File: src/sgoc_defs.vh
`ifndef SGOC_DEFS_VH
`define SGOC_DEFS_VH
// object types
`define SGOC_TYPE_WITHDRAWABLE 2'h0
`define SGOC_TYPE_BREAKER      2'h1
`define SGOC_TYPE_MOTOR_DISC   2'h2
`define SGOC_TYPE_EARTH_SWITCH 2'h3
// breaker position codes
`define SGOC_POS_INTERMEDIATE  2'h0
`define SGOC_POS_OPEN          2'h1
`define SGOC_POS_CLOSED        2'h2
`define SGOC_POS_BAD           2'h3
// cart position codes
`define SGOC_CART_BETWEEN      3'h0
`define SGOC_CART_WITHDRAWN    3'h1
`define SGOC_CART_INSERTED     3'h2
`define SGOC_CART_INVALID      3'h3
`define SGOC_CART_NOT_IN_USE   3'h4
// ready supervision
`define SGOC_RDY_NOT_USED      2'h0
`define SGOC_RDY_HIGH          2'h1
`define SGOC_RDY_LOW           2'h2
// forced status selections
`define SGOC_FORCE_NORMAL      4'h0
`define SGOC_FORCE_OPEN_REQ    4'h1
`define SGOC_FORCE_CLOSE_REQ   4'h2
`define SGOC_FORCE_OPEN_SIG    4'h3
`define SGOC_FORCE_CLOSE_SIG   4'h4
`define SGOC_FORCE_WAIT_RDY    4'h5
`define SGOC_FORCE_WAIT_SYNC   4'h6
`define SGOC_FORCE_RDY_FAIL    4'h7
`define SGOC_FORCE_SYNC_FAIL   4'h8
`define SGOC_FORCE_OPEN_TOUT   4'h9
`define SGOC_FORCE_CLOSE_TOUT  4'ha
`define SGOC_FORCE_USER_OPEN   4'hb
`define SGOC_FORCE_USER_CLOSE  4'hc
// register offsets
`define SGOC_REG_CTRL          4'h0
`define SGOC_REG_STATUS        4'h1
`define SGOC_REG_OPEN_OK       4'h2
`define SGOC_REG_CLOSE_OK      4'h3
`define SGOC_REG_OPEN_FAIL     4'h4
`define SGOC_REG_CLOSE_FAIL    4'h5
`define SGOC_REG_REMOTE_CMD    4'h6
// remote command register bits
`define SGOC_RCMD_OPEN         0
`define SGOC_RCMD_CLOSE        1
`define SGOC_RCMD_SELECT       2
`define SGOC_RCMD_CANCEL       3
// ctrl register bits
`define SGOC_CTRL_CLEAR        0
// timing
`define SGOC_CLK_MHZ           250
`define SGOC_OP_TIME_MS        200
`define SGOC_SEL_TIME_MS       30000
`define SGOC_PULSE_TIME_MS     100
`endif

File: src/sgoc_pos_decode.v
`timescale 1ns/100ps
`include "sgoc_defs.vh"
module sgoc_pos_decode (
  // feedback
  input  wire       open_in,
  input  wire       close_in,
  input  wire       single_input,
  // cart
  input  wire       cart_in_fb,
  input  wire       cart_out_fb,
  input  wire [1:0] object_type,
  // decoded
  output reg  [1:0] position,
  output reg  [2:0] cart_state
);
  reg open_eff;
  reg close_eff;
  always @* begin
    open_eff  = open_in;
    close_eff = single_input ? ~open_in : close_in;
    case ({close_eff, open_eff})
      2'b00:   position = `SGOC_POS_INTERMEDIATE;
      2'b01:   position = `SGOC_POS_OPEN;
      2'b10:   position = `SGOC_POS_CLOSED;
      default: position = `SGOC_POS_BAD;
    endcase
    if (object_type != `SGOC_TYPE_WITHDRAWABLE) begin
      cart_state = `SGOC_CART_NOT_IN_USE;
    end else begin
      case ({cart_in_fb, cart_out_fb})
        2'b00:   cart_state = `SGOC_CART_BETWEEN;
        2'b01:   cart_state = `SGOC_CART_WITHDRAWN;
        2'b10:   cart_state = `SGOC_CART_INSERTED;
        default: cart_state = `SGOC_CART_INVALID;
      endcase
    end
  end
endmodule // sgoc_pos_decode

File: src/sgoc_object_control.v
// The strobed register port and the address map were chosen for this implementation.
`timescale 1ns/100ps
`include "sgoc_defs.vh"
module sgoc_object_control #(
  parameter         CNT_W      = 32,
  parameter integer OP_CYCLES  = `SGOC_OP_TIME_MS * 1000 * `SGOC_CLK_MHZ,
  parameter [39:0]  SEL_CYCLES = `SGOC_SEL_TIME_MS * 1000 * `SGOC_CLK_MHZ
) (
  // clock and reset
  input  wire             clk,
  input  wire             rst_n,
  // register port
  input  wire [3:0]       reg_addr,
  input  wire [31:0]      reg_wdata,
  input  wire             reg_write,
  input  wire             reg_read,
  output reg  [31:0]      reg_rdata,
  // static configuration
  input  wire [1:0]       object_type,
  input  wire             single_input,
  input  wire             use_sync,
  input  wire [1:0]       use_ready,
  input  wire             force_enable,
  input  wire [3:0]       force_state,
  input  wire             remote_select_mode,
  // local/remote selector, high is remote
  input  wire             remote_mode,
  // command sources
  input  wire             local_open,
  input  wire             local_close,
  input  wire             auto_open,
  input  wire             auto_close,
  input  wire             open_block,
  input  wire             close_block,
  // feedback
  input  wire             open_fb,
  input  wire             close_fb,
  input  wire             cart_in_fb,
  input  wire             cart_out_fb,
  input  wire             ready_in,
  input  wire             sync_in,
  // contacts and status
  output reg              object_open,
  output reg              object_close,
  output wire [1:0]       position,
  output wire [2:0]       cart_state,
  output reg  [3:0]       object_status,
  output reg              open_allowed,
  output reg              close_allowed,
  output reg              object_ready,
  output reg              sync_ok,
  output reg              open_timeout,
  output reg              close_timeout
);
  localparam ST_IDLE       = 3'h0;
  localparam ST_OPENING    = 3'h1;
  localparam ST_CLOSING    = 3'h2;
  localparam ST_WAIT_CLOSE = 3'h3;
  localparam ST_DONE       = 3'h4;

  reg  [2:0]       state;
  reg  [31:0]      timer;
  reg  [39:0]      sel_timer;
  reg              selected;
  reg  [CNT_W-1:0] open_ok_cnt;
  reg  [CNT_W-1:0] close_ok_cnt;
  reg  [CNT_W-1:0] open_fail_cnt;
  reg  [CNT_W-1:0] close_fail_cnt;
  reg              clear_pending;
  reg              rem_open;
  reg              rem_close;
  reg  [3:0]       live_status;
  reg              ready_ok;
  wire             monitor_only;
  wire             req_open;
  wire             req_close;
  wire             wr_cmd;
  wire             wr_ctrl;
  wire             counts_cleared;

  function [CNT_W-1:0] bump;
    input [CNT_W-1:0] v;
    begin
      bump = (&v) ? v : v + {{(CNT_W-1){1'b0}}, 1'b1};
    end
  endfunction

  sgoc_pos_decode u_decode (
    .open_in      (open_fb),
    .close_in     (close_fb),
    .single_input (single_input),
    .cart_in_fb   (cart_in_fb),
    .cart_out_fb  (cart_out_fb),
    .object_type  (object_type),
    .position     (position),
    .cart_state   (cart_state)
  );

  // the earth switch is only indicated, never driven
  assign monitor_only = (object_type == `SGOC_TYPE_EARTH_SWITCH);
  assign wr_cmd  = reg_write && (reg_addr == `SGOC_REG_REMOTE_CMD);
  assign wr_ctrl = reg_write && (reg_addr == `SGOC_REG_CTRL);
  assign counts_cleared = clear_pending;

  // remote commands; in select mode an execute needs a live selection
  always @* begin
    rem_open  = 1'b0;
    rem_close = 1'b0;
    if (wr_cmd && remote_mode && (!remote_select_mode || selected)) begin
      rem_open  = reg_wdata[`SGOC_RCMD_OPEN];
      rem_close = reg_wdata[`SGOC_RCMD_CLOSE];
    end
  end

  // automatic sources act regardless of the selector
  assign req_open  = (rem_open || auto_open ||
                      (local_open && !remote_mode)) && !monitor_only;
  assign req_close = (rem_close || auto_close ||
                      (local_close && !remote_mode)) && !monitor_only;

  // ready check on close applies to every type except the motor disconnector
  always @* begin
    case (use_ready)
      `SGOC_RDY_HIGH: ready_ok = ready_in;
      `SGOC_RDY_LOW:  ready_ok = ~ready_in;
      default:        ready_ok = 1'b1;
    endcase
    if (object_type == `SGOC_TYPE_MOTOR_DISC) begin
      ready_ok = 1'b1;
    end
  end

  always @(posedge clk or negedge rst_n) begin
    if (!rst_n) begin
      selected  <= 1'b0;
      sel_timer <= 40'h0;
    end else if (wr_cmd && remote_mode) begin
      if (reg_wdata[`SGOC_RCMD_SELECT]) begin
        selected  <= 1'b1;
        sel_timer <= SEL_CYCLES;
      end else begin
        selected  <= 1'b0;
        sel_timer <= 40'h0;
      end
    end else if (selected) begin
      // an unexecuted selection lapses so a stale select cannot fire later
      if (sel_timer == 40'h0 || !remote_mode) begin
        selected <= 1'b0;
      end else begin
        sel_timer <= sel_timer - 40'h1;
      end
    end
  end

  always @(posedge clk or negedge rst_n) begin
    if (!rst_n) begin
      state          <= ST_IDLE;
      timer          <= 32'h0;
      object_open    <= 1'b0;
      object_close   <= 1'b0;
      open_timeout   <= 1'b0;
      close_timeout  <= 1'b0;
      live_status    <= `SGOC_FORCE_NORMAL;
      open_ok_cnt    <= {CNT_W{1'b0}};
      close_ok_cnt   <= {CNT_W{1'b0}};
      open_fail_cnt  <= {CNT_W{1'b0}};
      close_fail_cnt <= {CNT_W{1'b0}};
    end else begin
      case (state)
        ST_IDLE: begin
          live_status <= `SGOC_FORCE_NORMAL;
          if (req_open && !open_block) begin
            state        <= ST_OPENING;
            timer        <= OP_CYCLES;
            object_open  <= 1'b1;
            open_timeout <= 1'b0;
            live_status  <= `SGOC_FORCE_OPEN_SIG;
          end else if (req_close && !close_block) begin
            state         <= ST_WAIT_CLOSE;
            timer         <= OP_CYCLES;
            close_timeout <= 1'b0;
            live_status   <= `SGOC_FORCE_CLOSE_REQ;
          end
        end
        ST_WAIT_CLOSE: begin
          if (close_block || !ready_ok || (use_sync && !sync_in)) begin
            live_status <= !ready_ok ? `SGOC_FORCE_WAIT_RDY
                                     : `SGOC_FORCE_WAIT_SYNC;
            if (timer == 32'h0) begin
              state       <= ST_DONE;
              close_fail_cnt <= bump(close_fail_cnt);
              live_status <= !ready_ok ? `SGOC_FORCE_RDY_FAIL
                                       : `SGOC_FORCE_SYNC_FAIL;
            end else begin
              timer <= timer - 32'h1;
            end
          end else begin
            state        <= ST_CLOSING;
            timer        <= OP_CYCLES;
            object_close <= 1'b1;
            live_status  <= `SGOC_FORCE_CLOSE_SIG;
          end
        end
        ST_OPENING: begin
          if (position == `SGOC_POS_OPEN) begin
            state       <= ST_DONE;
            object_open <= 1'b0;
            open_ok_cnt <= bump(open_ok_cnt);
          end else if (timer == 32'h0) begin
            state         <= ST_DONE;
            object_open   <= 1'b0;
            open_timeout  <= 1'b1;
            open_fail_cnt <= bump(open_fail_cnt);
            live_status   <= `SGOC_FORCE_OPEN_TOUT;
          end else begin
            timer <= timer - 32'h1;
          end
        end
        ST_CLOSING: begin
          if (position == `SGOC_POS_CLOSED) begin
            state        <= ST_DONE;
            object_close <= 1'b0;
            close_ok_cnt <= bump(close_ok_cnt);
          end else if (timer == 32'h0) begin
            state          <= ST_DONE;
            object_close   <= 1'b0;
            close_timeout  <= 1'b1;
            close_fail_cnt <= bump(close_fail_cnt);
            live_status    <= `SGOC_FORCE_CLOSE_TOUT;
          end else begin
            timer <= timer - 32'h1;
          end
        end
        ST_DONE: begin
          state <= ST_IDLE;
        end
        default: begin
          state        <= ST_IDLE;
          object_open  <= 1'b0;
          object_close <= 1'b0;
        end
      endcase
      // clear is applied after counting, so it wins that cycle
      if (counts_cleared) begin
        open_ok_cnt    <= {CNT_W{1'b0}};
        close_ok_cnt   <= {CNT_W{1'b0}};
        open_fail_cnt  <= {CNT_W{1'b0}};
        close_fail_cnt <= {CNT_W{1'b0}};
      end
    end
  end

  // clear control returns to idle by itself after one cycle
  always @(posedge clk or negedge rst_n) begin
    if (!rst_n) begin
      clear_pending <= 1'b0;
    end else begin
      clear_pending <= wr_ctrl && reg_wdata[`SGOC_CTRL_CLEAR];
    end
  end

  // configuration is sampled live; it is assumed static outside setup
  always @(posedge clk or negedge rst_n) begin
    if (!rst_n) begin
      object_status <= `SGOC_FORCE_NORMAL;
      open_allowed  <= 1'b0;
      close_allowed <= 1'b0;
      object_ready  <= 1'b0;
      sync_ok       <= 1'b0;
    end else begin
      object_status <= force_enable ? force_state : live_status;
      open_allowed  <= !open_block && !monitor_only;
      close_allowed <= !close_block && !monitor_only;
      object_ready  <= ready_ok;
      sync_ok       <= !use_sync || sync_in;
    end
  end

  always @(posedge clk or negedge rst_n) begin
    if (!rst_n) begin
      reg_rdata <= 32'h0;
    end else if (reg_read) begin
      case (reg_addr)
        `SGOC_REG_CTRL:       reg_rdata <= {31'h0, clear_pending};
        `SGOC_REG_STATUS:     reg_rdata <= {16'h0, object_status,
                                            1'b0, cart_state, position,
                                            open_timeout, close_timeout,
                                            open_allowed, close_allowed,
                                            object_ready, sync_ok};
        `SGOC_REG_OPEN_OK:    reg_rdata <= open_ok_cnt;
        `SGOC_REG_CLOSE_OK:   reg_rdata <= close_ok_cnt;
        `SGOC_REG_OPEN_FAIL:  reg_rdata <= open_fail_cnt;
        `SGOC_REG_CLOSE_FAIL: reg_rdata <= close_fail_cnt;
        `SGOC_REG_REMOTE_CMD: reg_rdata <= {31'h0, selected};
        default:              reg_rdata <= 32'h0;
      endcase
    end else begin
      reg_rdata <= 32'h0;
    end
  end
endmodule // sgoc_object_control

File: config.mk
export PLATFORM = sky130hd
export DESIGN_NAME = sgoc_object_control
export DESIGN_NICKNAME = d
export VERILOG_FILES = /design/src/sgoc_pos_decode.v /design/src/sgoc_object_control.v
export VERILOG_INCLUDE_DIRS = /design/src
export SDC_FILE = /design/constraint.sdc
export NUM_CORES = 1
export LEC_CHECK = 0
export ABC_AREA = 1
export BUFFER_PORTS_ARGS = -buffer_cell sky130_fd_sc_hd__buf_2
export CORE_ASPECT_RATIO = 0.6
export CORE_UTILIZATION = 40
export CTS_CLUSTER_DIAMETER = 60
export DETAILED_ROUTE_END_ITERATION = 10
export SYNTH_ARGS = -nofsm -noshare
export SYNTH_HDL_FRONTEND = slang
export SYNTH_SLANG_ARGS = --single-unit
File: constraint.sdc
create_clock -name clk -period 5.4 [get_ports clk]
set_clock_uncertainty 0.05 [all_clocks]
set_input_delay 0.54 -clock clk [delete_from_list [all_inputs] [get_ports clk]]
set_output_delay 0.54 -clock clk [all_outputs]
set_load 0.005 [all_outputs]
# Word level (Yosys, flattened, before mapping)
# Index checks and enable logic that the tools add are counted.
[classes] div=0 shift=0 n_eq_ne=38 n_mux=78 n_bitwise=4 add_sub_neg=6 reduce_logical=65 n_lt_le_gt_ge=0 mul=0
[op_table] operator="$mux W32" count=25
[op_table] operator="$pmux W32 S7" count=1
[op_table] operator="$add A32 B1 Y32 const B" count=4
[op_table] operator="$pmux W32 S4" count=1
[op_table] operator="$reduce_and A32 Y1" count=4
[op_table] operator="$mux W40" count=3
[op_table] operator="$pmux W32 S2" count=1
[op_table] operator="$logic_not A40 Y1" count=1
[op_table] operator="$sub A40 B1 Y40 const B" count=1
[op_table] operator="$mux W33" count=1
[op_table] operator="$logic_not A32 Y1" count=1
[op_table] operator="$mux W4" count=8
[op_table] operator="$sub A32 B1 Y32 const B" count=1
[op_table] operator="$ne A2 B2 Y1 const B" count=13
[op_table] operator="$mux W3" count=7
[op_table] operator="$mux W1" count=19
[op_table] operator="$reduce_bool A2 Y1" count=9
[op_table] operator="$pmux W4 S4" count=1
[op_table] operator="$ne A3 B3 Y1 const B" count=5
[op_table] operator="$reduce_and A3 Y1" count=5
[op_table] operator="$logic_and A1 B1 Y1" count=14
[op_table] operator="$eq A2 B2 Y1 const B" count=6
[op_table] operator="$eq A4 B3 Y1 const B" count=3
[op_table] operator="$pmux W2 S3" count=2
[op_table] operator="22 further kinds" count=55
[word_totals] elab_cells=211 rom_bits=0 n_memories=0 ff_bits=253 ram_bits=0 out_inout_bits=49 latchBits=0 input_bits=65

# Depth between registers and ports, before layout
# Gate-level depths: netlist of the first run.
[depth] depth_word=12 mapped_depth=14 ltp_nobuf=14

# Cells and area by module
# From an unflattened synthesis of the first run, not the netlist that was laid out.
[hier_totals] cells_unflattened=2464 area_unflattened_um2=16759.8
[by_module_without_submodules] mod="sgoc_object_control" area_per_inst_um2=16712.3 seq_area_each_um2=6331.1 cells_each=2452 n_inst=1
[by_module_without_submodules] mod="sgoc_pos_decode" area_per_inst_um2=47.5 seq_area_each_um2=0.0 cells_each=12 n_inst=1

# Worst setup path before layout of the first run
# No wires, ideal clock.
[synth_timing] kind="register -> register" startpoint="reg sel_timer[0]" endpoint="reg sel_timer[15]" required_ps=5229 stages_incl_launch_ff=14 setup_slack_ps=3398 arrival_ps=1831 cell_sequence="dfrtp_1 inv_1 ha_1 buf_2 nand2_2 nor2_4 nand4_1 nor2_1 nand2_1 nand3_2 nand2_2 buf_2 nand2_1 o21ai_1"
[synth_between] elab_chain_len=4 word_cells_on_any_way=8 classes_between="add/sub (1); eq/ne (1); mux (3); reduce/logical (3)"
[synth_lines] item="start: declaration" line_no="sgoc_object_control.v:63" text="reg [39:0] sel_timer;"
[synth_lines] item="start signal: assignment" line_no="sgoc_object_control.v:150" text="sel_timer <= sel_timer - 40'h1;"
[synth_lines] item="$sub A40 B1 Y40 or $logic_not A40 Y1 (tied branches)" line_no="sgoc_object_control.v:150, sgoc_object_control.v:147"
[synth_lines] item="$mux W40 or $logic_or A1 B1 Y1 (tied branches)" line_no="sgoc_object_control.v:147" text="if (sel_timer == 40'h0 || !remote_mode) begin"
[synth_lines] item="$mux W40 or $ne A2 B2 Y1 (tied branches)"
[synth_lines] item="$mux W40 or $reduce_and A2 Y1 (tied branches)"
# Several ways; a longest one is shown, not always the timed one. The select of a mux whose other input is x is not followed.
# A chain may end at the register's enable or synchronous reset.

# Worst setup path after layout of the first run
[layout_timing] startpoint="reg sel_timer[0]" endpoint="reg sel_timer[24]"
# The elaborated chain is that of the path after synthesis.

==> impl_metrics.toml, run 1 <==
[worst_setup_path]
cp-startpoint = "sel_timer[0]"
worstSetupStartpointType = "flop"
cp.arrival_ps = 3690
r2r-end = "sel_timer[24]"
cp_max_fo = 45
crit_type = "reg2reg"
critPathCaptureType = "flop"
r2r_start = "sel_timer[0]"
ff2ff_path_depth = 12
reg2reg_slack_ps = 2090
required_ps = 5770

[clocking]
ctsHtreeMaxLevel = 1
cts_buffers = 27
path_clk_slew_ps = 70
cts_tree = "done"
clock_latency_ps = 570
clockBufferDepth = 3
cts_setup_buffers = 0
clock-sinks = 253
root_buffer = "clkbuf_16"

[logic_synthesis]
yosys.area.top_type = "dfrtp_1"
synth_edf_count = 0
seq_area_frac_synth = 0.3745
yosys-top-cells-area = "dfrtp_1 37%, nand2_1 17%, nor2_1 7.9%"
avgSynthCellArea_sq_um = 6.738
synth_ff_type = "dfrtp_1"
ys_async_sr_fraction = 1.000
synthesis.area_sq_um = 16900
synth_seq_cells = 253
synth_warnings = 0
synth_top_area_share = 0.3745
synth_cell_types = 46
synthesis.nets = 2584
syn_inst = 2509

[cells_and_area]
fin_area_sq_um = 18670
nets = 2622
drive_gt1_frac = 0.07674
area_growth_pct = 10.43
num_antenna_cells = 0

[route]
vias = 17190
dr.pass1.iters = 5
wirelength_mm = 59.86
postRouteAntennaNets = 0
detail_route.iter0.violations = 1846
drcViolationCount = 0
wire_per_inst_um = 19.14
routed_via_density = 5.497

[sta]
tightest_slew_ps = 1237
slew_viol_final = 0
whs_ps = 121.6
timing.final.crit_share = 0.6133
post-route-min-period_ps = 3312
finalSetupViolations = 0
hold_viol_final = 0
grt_setup_unrepaired = "no"
setup_tns_ps = 0
timing.slew.headroom = 0.1720
max_clock_freq_mhz = 302.0

[die]
core-area_sq_um = 41080
fp.dieH_um = 161.2
start_util = 0.4115
die_area_sq_um = 43120
dieWidth_um = 267.4
rows = 57
ios = 114

[global_routing]
overflow = 0
grt_max_degree = 104
grt_usage = 0.2795
grt_pass1_wl_mm = 92.11
antenna_found_initial = 1
grt_pass1_vias = 15460

[min_path]
hp-start = "open_block"
hold_path_depth = 2
hold_end = "open_allowed"
hold_path.class = "in2reg"

[power]
ir_drop_mv = 0.2619
power.leakage_nw = 8.349
power_density_nw_per_um2 = 345.1
total_power_mw = 6.443

[flow_run]
drv_cap = 0

[placed_design]
routabilityCongestion = 1.004
place_area_sq_um = 17720
portBuffers = 84
hpwlAfterDp_mm = 45.51

[outcome]
status = "complete, no violations"
placed cells by master (no fill, tap or decap), drive strengths merged, types with 10 or more instances in the layout:
| cell | netlist | final |
|---|---|---|
| nand2 | 780 | 780 |
| nor2 | 363 | 363 |
| dfrtp | 253 | 253 |
| nand3 | 229 | 229 |
| inv | 210 | 209 |
| o21ai | 138 | 138 |
| buf | 46 | 96 |
| nor3 | 82 | 82 |
| xor2 | 58 | 58 |
| nand4 | 54 | 54 |
| a21oi | 41 | 41 |
| o22ai | 40 | 40 |
| o31ai | 40 | 40 |
| clkbuf | 42 | 36 |
| xnor2 | 19 | 19 |
| nand3b | 19 | 19 |
| a221oi | 17 | 17 |
| or2 | 16 | 16 |
| a211oi | 13 | 13 |
| clkinv | 3 | 11 |
| ha | 10 | 10 |
stage by stage:
stage / utilization / instances / setup slack [ps]
after floorplan: - / 2509 / 3398
after global placement: 0.4313 / 3077 / 1948
after detailed placement: 0.4313 / 3077 / 1921
after CTS: 0.4544 / 3127 / 2086
after global routing: 0.4544 / 3127 / 1746
final: 0.4544 / 3127 / 2088
worst max-delay path by stage:
stage,end,slack (ps)
after floorplan,sel_timer[15],3400
after global placement,timer[4],1950
after detailed placement,timer[4],1920
after CTS,sel_timer[24],2090
after global routing,sel_timer[24],1750
final,sel_timer[24],2090
worst max-delay path: stages, from the launching register on:
cell and delay [ps]:
dfrtp_1 420, inv_1 140, ha_1 400, nand2_2 190, nor2_4 220, nand4_1 110, nor2_1 190, nand2_1 150
nand3_2 80, buf_4 410, nand2_2 510, nor2_1 210, a21oi_1 60
metal layers:
layer | global-route usage | vias up | routed length [um]
li1 | - | 8318 | -
met1 | 0.4502 | 8114 | 29940
met2 | 0.3518 | 675 | 21850
met3 | 0.07928 | 78 | 6497
met4 | 0.06165 | 4 | 1406
met5 | 0.02703 | - | 163
synth_stat cells (2+ instances only):
| cell type | number |
|---|---|
| buf_6 | 4 |
| a31oi_1 | 4 |
| nor4_1 | 6 |
| o21ai_0 | 120 |
| o221ai_1 | 2 |
| nor2_2 | 4 |
| buf_4 | 8 |
| and2_1 | 6 |
| nand2_1 | 771 |
| o21ai_1 | 18 |
| inv_2 | 6 |
| ha_1 | 10 |
| nor3_1 | 76 |
| nor2_1 | 355 |
| or2_2 | 16 |
| clkbuf_1 | 41 |
| nand4_1 | 54 |
| clkinv_1 | 3 |
| mux2_2 | 4 |
| xor2_1 | 58 |
| dfrtp_1 | 253 |
| buf_1 | 6 |
| nand3b_1 | 19 |
| buf_2 | 28 |
| a21oi_1 | 41 |
| o31ai_1 | 40 |
| nor3_2 | 3 |
| a221oi_1 | 17 |
| nand2_4 | 2 |
| o22ai_1 | 40 |
| nor3_4 | 3 |
| nor2_4 | 4 |
| nand3_1 | 224 |
| nor3b_1 | 4 |
| nand3_2 | 4 |
| o21bai_1 | 7 |
| nand2_2 | 7 |
| inv_1 | 203 |
| a211oi_1 | 13 |
| xnor2_1 | 19 |
registers in the layout, indices dropped and copies added, names as in the netlist:
register	count
object_close	1
object_ready	1
close_timeout	1
object_open	1
open_timeout	1
open_allowed	1
open_fail_cnt	32
state	3
live_status	4
close_ok_cnt	32
selected	1
clear_pending	1
sync_ok	1
reg_rdata	32
close_allowed	1
sel_timer	40
close_fail_cnt	32
open_ok_cnt	32
timer	32
object_status	4
cells by family after synthesis:
group / Yosys count / synth area share
AND/OR/NAND/NOR: 1559 / 0.3955
AO/OA/AOI/OAI: 305 / 0.1072
buffers and inverters: 301 / 0.07283
flip-flops: 253 / 0.3745
XOR/XNOR: 77 / 0.03989
adder cells (fa/ha/maj): 10 / 0.007401
multiplexers: 4 / 0.002664
cell type report:
type | instances | area (sq um)
Multi-Input combinational cell | 1955 | 9345
Sequential cell | 253 | 6331
Tap cell | 560 | 700.7
Inverter | 213 | 805.8
Fill cell | 4312 | 22410
Clock inverter | 13 | 192.7
Timing Repair Buffer | 97 | 543.0
Clock buffer | 36 | 749.5
timing repair:
item,CTS,global route
resized for setup,0,0
endpoints found under the hold margin,1,0
hold buffers,1,0
endpoints found under the setup margin,0,0
report_power, final:
group | switching (mW) | total [mW] | internal, mW
Combinational | 1.39 | 1.98 | 0.590
Clock | 0.833 | 2.04 | 1.21
Sequential | 0.316 | 2.43 | 2.11
Total | 2.54 | 6.44 | 3.91
No activity file was read; power rests on OpenSTA's default activity.
==> inputs of run 2 (changes only) <==
==> constraint.sdc (replaced) <==
create_clock -name clk -period 2.9 [get_ports clk]
set_clock_uncertainty 0.05 [all_clocks]
set_input_delay 0.29 -clock clk [delete_from_list [all_inputs] [get_ports clk]]
set_output_delay 0.29 -clock clk [all_outputs]
set_load 0.005 [all_outputs]
==> impl_metrics.toml, run 2 (synthesis gave the netlist of run 1 again) <==
[route]
met1Wirelength_mm = 30.21
dr.pass1.iters = 6
detail_route.iter0.violations = 1912
wire_per_inst_um = 19.07
wirelength_mm = 60.67
dr_wl_met3_mm = 6.766
postRouteAntennaNets = 0
routed_via_density = 5.491
top_layer_used = "met4"
vias = 17470
drcViolationCount = 0
dr_wl_met2_mm = 22.51

[worst_setup_path]
worstSetupStartpointType = "flop"
critPathCaptureType = "flop"
required_ps = 3270
cp_max_fo = 33
cp.arrival_ps = 2950
ff2ff_path_depth = 11
crit_type = "reg2reg"

[power]
power_density_nw_per_um2 = 651.0
ir_drop_mv = 0.3696
power.leakage_nw = 8.692
total_power_mw = 12.58

[die]
core-area_sq_um = 41080
dieWidth_um = 267.4
fp.dieH_um = 161.2
rows = 57
start_util = 0.4115
die_area_sq_um = 43120
ios = 114

[cells_and_area]
final_common_cell = "nand2_1"
area_growth_pct = 14.32
largest_reg_flops = 40
largest_register = "sel_timer"
num_antenna_cells = 0
drive_gt1_frac = 0.09077
fin_area_sq_um = 19330
instances_no_fill = 3182
nets = 2676
final_cell_mix = "771 x nand2_1, 354 x nor2_1, 253 x dfrtp_1"
postLayoutCoreUtil = 0.4705

[sta]
whs_ps = 104.6
hold_viol_final = 0
timing.slew.headroom = 0.2931
tightest_slew_ps = 1059
setup_tns_ps = 0
post-route-min-period_ps = 2576
finalWorstSetupSlack_ps = 323.6
slew_viol_final = 0
timing.final.crit_share = 0.8884
finalSetupViolations = 0
grt_setup_unrepaired = "no"
max_clock_freq_mhz = 388.1

[global_routing]
overflow = 0
grt_pass1_vias = 15830
grt_usage = 0.2831
grt_max_degree = 89
grt_pass1_wl_mm = 93.49
antenna_found_initial = 0

[placed_design]
place_area_sq_um = 18070
portBuffers = 84
dp.cells = 3113
pre_cts_ws_ps = 337.8
routabilityCongestion = 0.9818
hpwlAfterDp_mm = 46.66

[clocking]
ctsHtreeMaxLevel = 1
path_clk_slew_ps = 60
root_buffer = "clkbuf_16"
clock_latency_ps = 580
clockBufferDepth = 3
clock-sinks = 253
cts_setup_buffers = 0
cts_tree = "done"
cts_buffers = 29

[flow_run]
drv_cap = 0

[min_path]
hold_path_depth = 4
hold_path.class = "in2reg"

[outcome]
status = "complete, no violations"
==> run 2: cell count changes in the layout (fill, tap and decap cells not counted), sizes merged <==
cell / before / now
clkinv: 11 / 7
buf: 96 / 132
inv: 209 / 210
bufinv: 5 / 7
dlygate4sd3: 1 / 17
clkbuf: 36 / 39
clkinvlp: 1 / 2
==> run 2: critical path, cell delays in order, from the launching register on <==
cell and delay, ps:
dfrtp_1 420, inv_1 130, ha_1 200, nand2_2 120
nor2_4 170, nand4_1 100, nor2_1 190, nand2_1 150
nand3_2 190, nand2_2 420, nor2_1 220, a21oi_1 60
==> run 2: timing repair <==
item,4_1_cts,5_1_grt
gates resized for setup,0,0
endpoints found under the hold margin,66,0
hold buffers,17,0
==> run 2: per-layer routing <==
layer  vias up  global-route usage
met5         -                   0
met2       710              0.3584
met3        67             0.07684
met1      8266              0.4610
li1       8429                   -
met4         0             0.05643
==> run 2: cell type report <==
cell class                 instances  area (sq um)
clock inverter                    13         249.0
inverter                         213         805.8
clock buffer                      39         833.3
tap                              560         700.7
fill                            4269         21750
multi-input combinational       1955          9345
sequential                       253          6331
timing repair buffer             149          1061
==> run 2: final timing paths <==
check,slack [ps],endpoint,start
worst min register to register,430,object_open,object_open
min in group asynchronous,210,sel_timer[36],rst_n
worst max register to register,320,sel_timer[24],sel_timer[0]
worst max-delay path,320,sel_timer[24],sel_timer[0]
max in group asynchronous,1630,reg_rdata[29],rst_n
worst min-delay path,100,reg_rdata[4],reg_addr[0]
==> run 2: power breakdown <==
group / switching [mW] / internal (mW)
logic: 2.64 / 1.23
registers: 0.559 / 3.93
clock network: 1.60 / 2.62
==> inputs of run 3 (changes only) <==
--- a/config.mk
+++ b/config.mk
@@ -12,6 +12,7 @@
 export CORE_UTILIZATION = 40
 export CTS_CLUSTER_DIAMETER = 60
 export DETAILED_ROUTE_END_ITERATION = 10
+export PLACE_DENSITY = 0.57
 export SYNTH_ARGS = -nofsm -noshare
 export SYNTH_HDL_FRONTEND = slang
 export SYNTH_SLANG_ARGS = --single-unit
==> impl_metrics.toml, run 3 (synthesis gave the netlist of run 1 again) <==
[power]
sw_frac_of_total = 0.3961
power_density_nw_per_um2 = 623.5
cellInternalPower_mw = 7.199
combPwrFrac = 0.319
p_clk_frac = 0.303
pwr-share-seq = 0.379
ir_drop_mv = 0.4212
power.leakage_nw = 8.600
total_power_mw = 11.92
power.switching_mw = 4.721

[clocking]
path_clk_slew_ps = 60
clockBufferDepth = 3
clock-sinks = 253
cts_setup_buffers = 0
ctsHtreeMaxLevel = 1
postCtsResizedCells = 0
cts-hold-fix-buffers = 17
root_buffer = "clkbuf_16"
cts_tree = "done"
clock_latency_ps = 570
cts_buffers = 29

[die]
core-area_sq_um = 41080
fp.dieH_um = 161.2
dieWidth_um = 267.4
die_area_sq_um = 43120
rows = 57
start_util = 0.4115
ios = 114

[cells_and_area]
largest_reg_flops = 40
final_common_cell = "nand2_1"
n_fill_cell = 4349
multi_input_area_sq_um = 9345
drive_gt1_frac = 0.08893
area_growth_pct = 13.09
final_cell_mix = "771 x nand2_1, 354 x nor2_1, 253 x dfrtp_1"
fin_area_sq_um = 19120
instances_no_fill = 3180
nets = 2678
num_antenna_cells = 0
largest_register = "sel_timer"
register_area_sq_um = 6331
postLayoutCoreUtil = 0.4654

[worst_setup_path]
r2r_start = "close_fail_cnt[0]"
crit_slowest_cell = "dfrtp_1"
worstSetupStartpointType = "flop"
cp_max_fo = 63
reg2reg_slack_ps = 330
critPathCaptureType = "flop"
r2r-end = "close_fail_cnt[21]"
crit_type = "reg2reg"
ff2ff_path_depth = 13
slowest_delay_ps = 450
cp.arrival_ps = 3010
path_cells = "ha_1 -> nand3_1 -> inv_1 -> nand2_1 -> nor2_1 -> nand3_1 -> o21ai_0 -> nor2_1 -> buf_4 -> nand2_2 -> buf_12 -> nand2_1 -> o21ai_0"
required_ps = 3330

[sta]
slew_viol_final = 0
tightest_slew_ps = 1055
timing.final.crit_share = 0.8871
whs_ps = 101.4
finalWorstSetupSlack_ps = 327.5
max_clock_freq_mhz = 388.7
grt_setup_unrepaired = "no"
post-route-min-period_ps = 2573
setup_tns_ps = 0
timing.slew.headroom = 0.2960
hold_viol_final = 0
finalSetupViolations = 0

[flow_run]
drv_cap = 0

[global_routing]
grt_usage = 0.2791
grt_pass1_vias = 15750
grt_pass1_wl_mm = 92.76
overflow = 0
antenna_found_initial = 0
grt_max_degree = 64

[placed_design]
portBuffers = 84
pre_cts_ws_ps = 356.6
place_area_sq_um = 18050
dp.cells = 3115
hpwlAfterDp_mm = 46.13
routabilityCongestion = 0.9742

[route]
dr_wl_met3_mm = 6.068
dr.pass1.iters = 6
vias = 17430
dr_wl_met2_mm = 22.26
met1Wirelength_mm = 30.45
postRouteAntennaNets = 0
detail_route.iter0.violations = 2120
drcViolationCount = 0
top_layer_used = "met4"
routed_via_density = 5.482
wire_per_inst_um = 18.85
wirelength_mm = 59.95

[min_path]
hold_path_depth = 5
hold_end = "object_open"
hold_path.class = "in2reg"
hp-start = "auto_open"

[outcome]
status = "complete, no violations"
## run 3: changes by cell type in the layout (fill, tap and decap cells not counted), sizes merged
| cell | delta |
|---|---|
| bufinv | -6 |
| buf | +2 |
| clkbuf | +2 |
| clkinv | +2 |
| clkinvlp | -2 |
## run 3: power by group through the flow
stage	clock network, mW	registers, mW	logic (mW)
after global routing	3.80	4.56	4.32
final	3.61	4.52	3.80
after detailed placement	0	4.55	3.70
after global placement	0	4.55	3.63
after CTS	3.68	4.49	3.76
after floorplan	0	4.31	2.73
## run 3: layout make-up
| type | count | share of cell area |
|---|---|---|
| Multi-Input combinational cell | 1955 | 0.4888 |
| Timing Repair Buffer | 151 | 0.05432 |
| Clock inverter | 7 | 0.003469 |
| Clock buffer | 41 | 0.04346 |
| Sequential cell | 253 | 0.3312 |
| Inverter | 213 | 0.04215 |
| Tap cell | 560 | 0.03665 |
## run 3: worst max-delay path by stage
| stage | startpoint | to | slack (ps) | cells after the start |
|---|---|---|---|---|
| 2_1_floorplan | sel_timer[0] | sel_timer[15] | 900 | 13 |
| 3_3_place_gp | close_fail_cnt[0] | close_fail_cnt[26] | 450 | 12 |
| 3_5_place_dp | close_fail_cnt[0] | close_fail_cnt[18] | 360 | 12 |
| 4_1_cts | close_fail_cnt[0] | close_fail_cnt[21] | 340 | 13 |
| 5_1_grt | close_fail_cnt[0] | close_fail_cnt[18] | 50 | 13 |
| 6_report | close_fail_cnt[0] | close_fail_cnt[21] | 330 | 13 |
## run 3: worst max-delay path, delay by kind of cell, from the launching register on
kind            cells  cell delay, ps
fa+ha+maj           1             280
simple gates        7             950
flops               1             450
compound gates      2             220
buf+inv             3             540
## run 3: per-layer routing
layer | track usage | vias to the layer above
met5 | 0 | -
met2 | 0.3583 | 705
met4 | 0.05564 | 0
met3 | 0.04818 | 74
met1 | 0.4678 | 8230
li1 | - | 8423
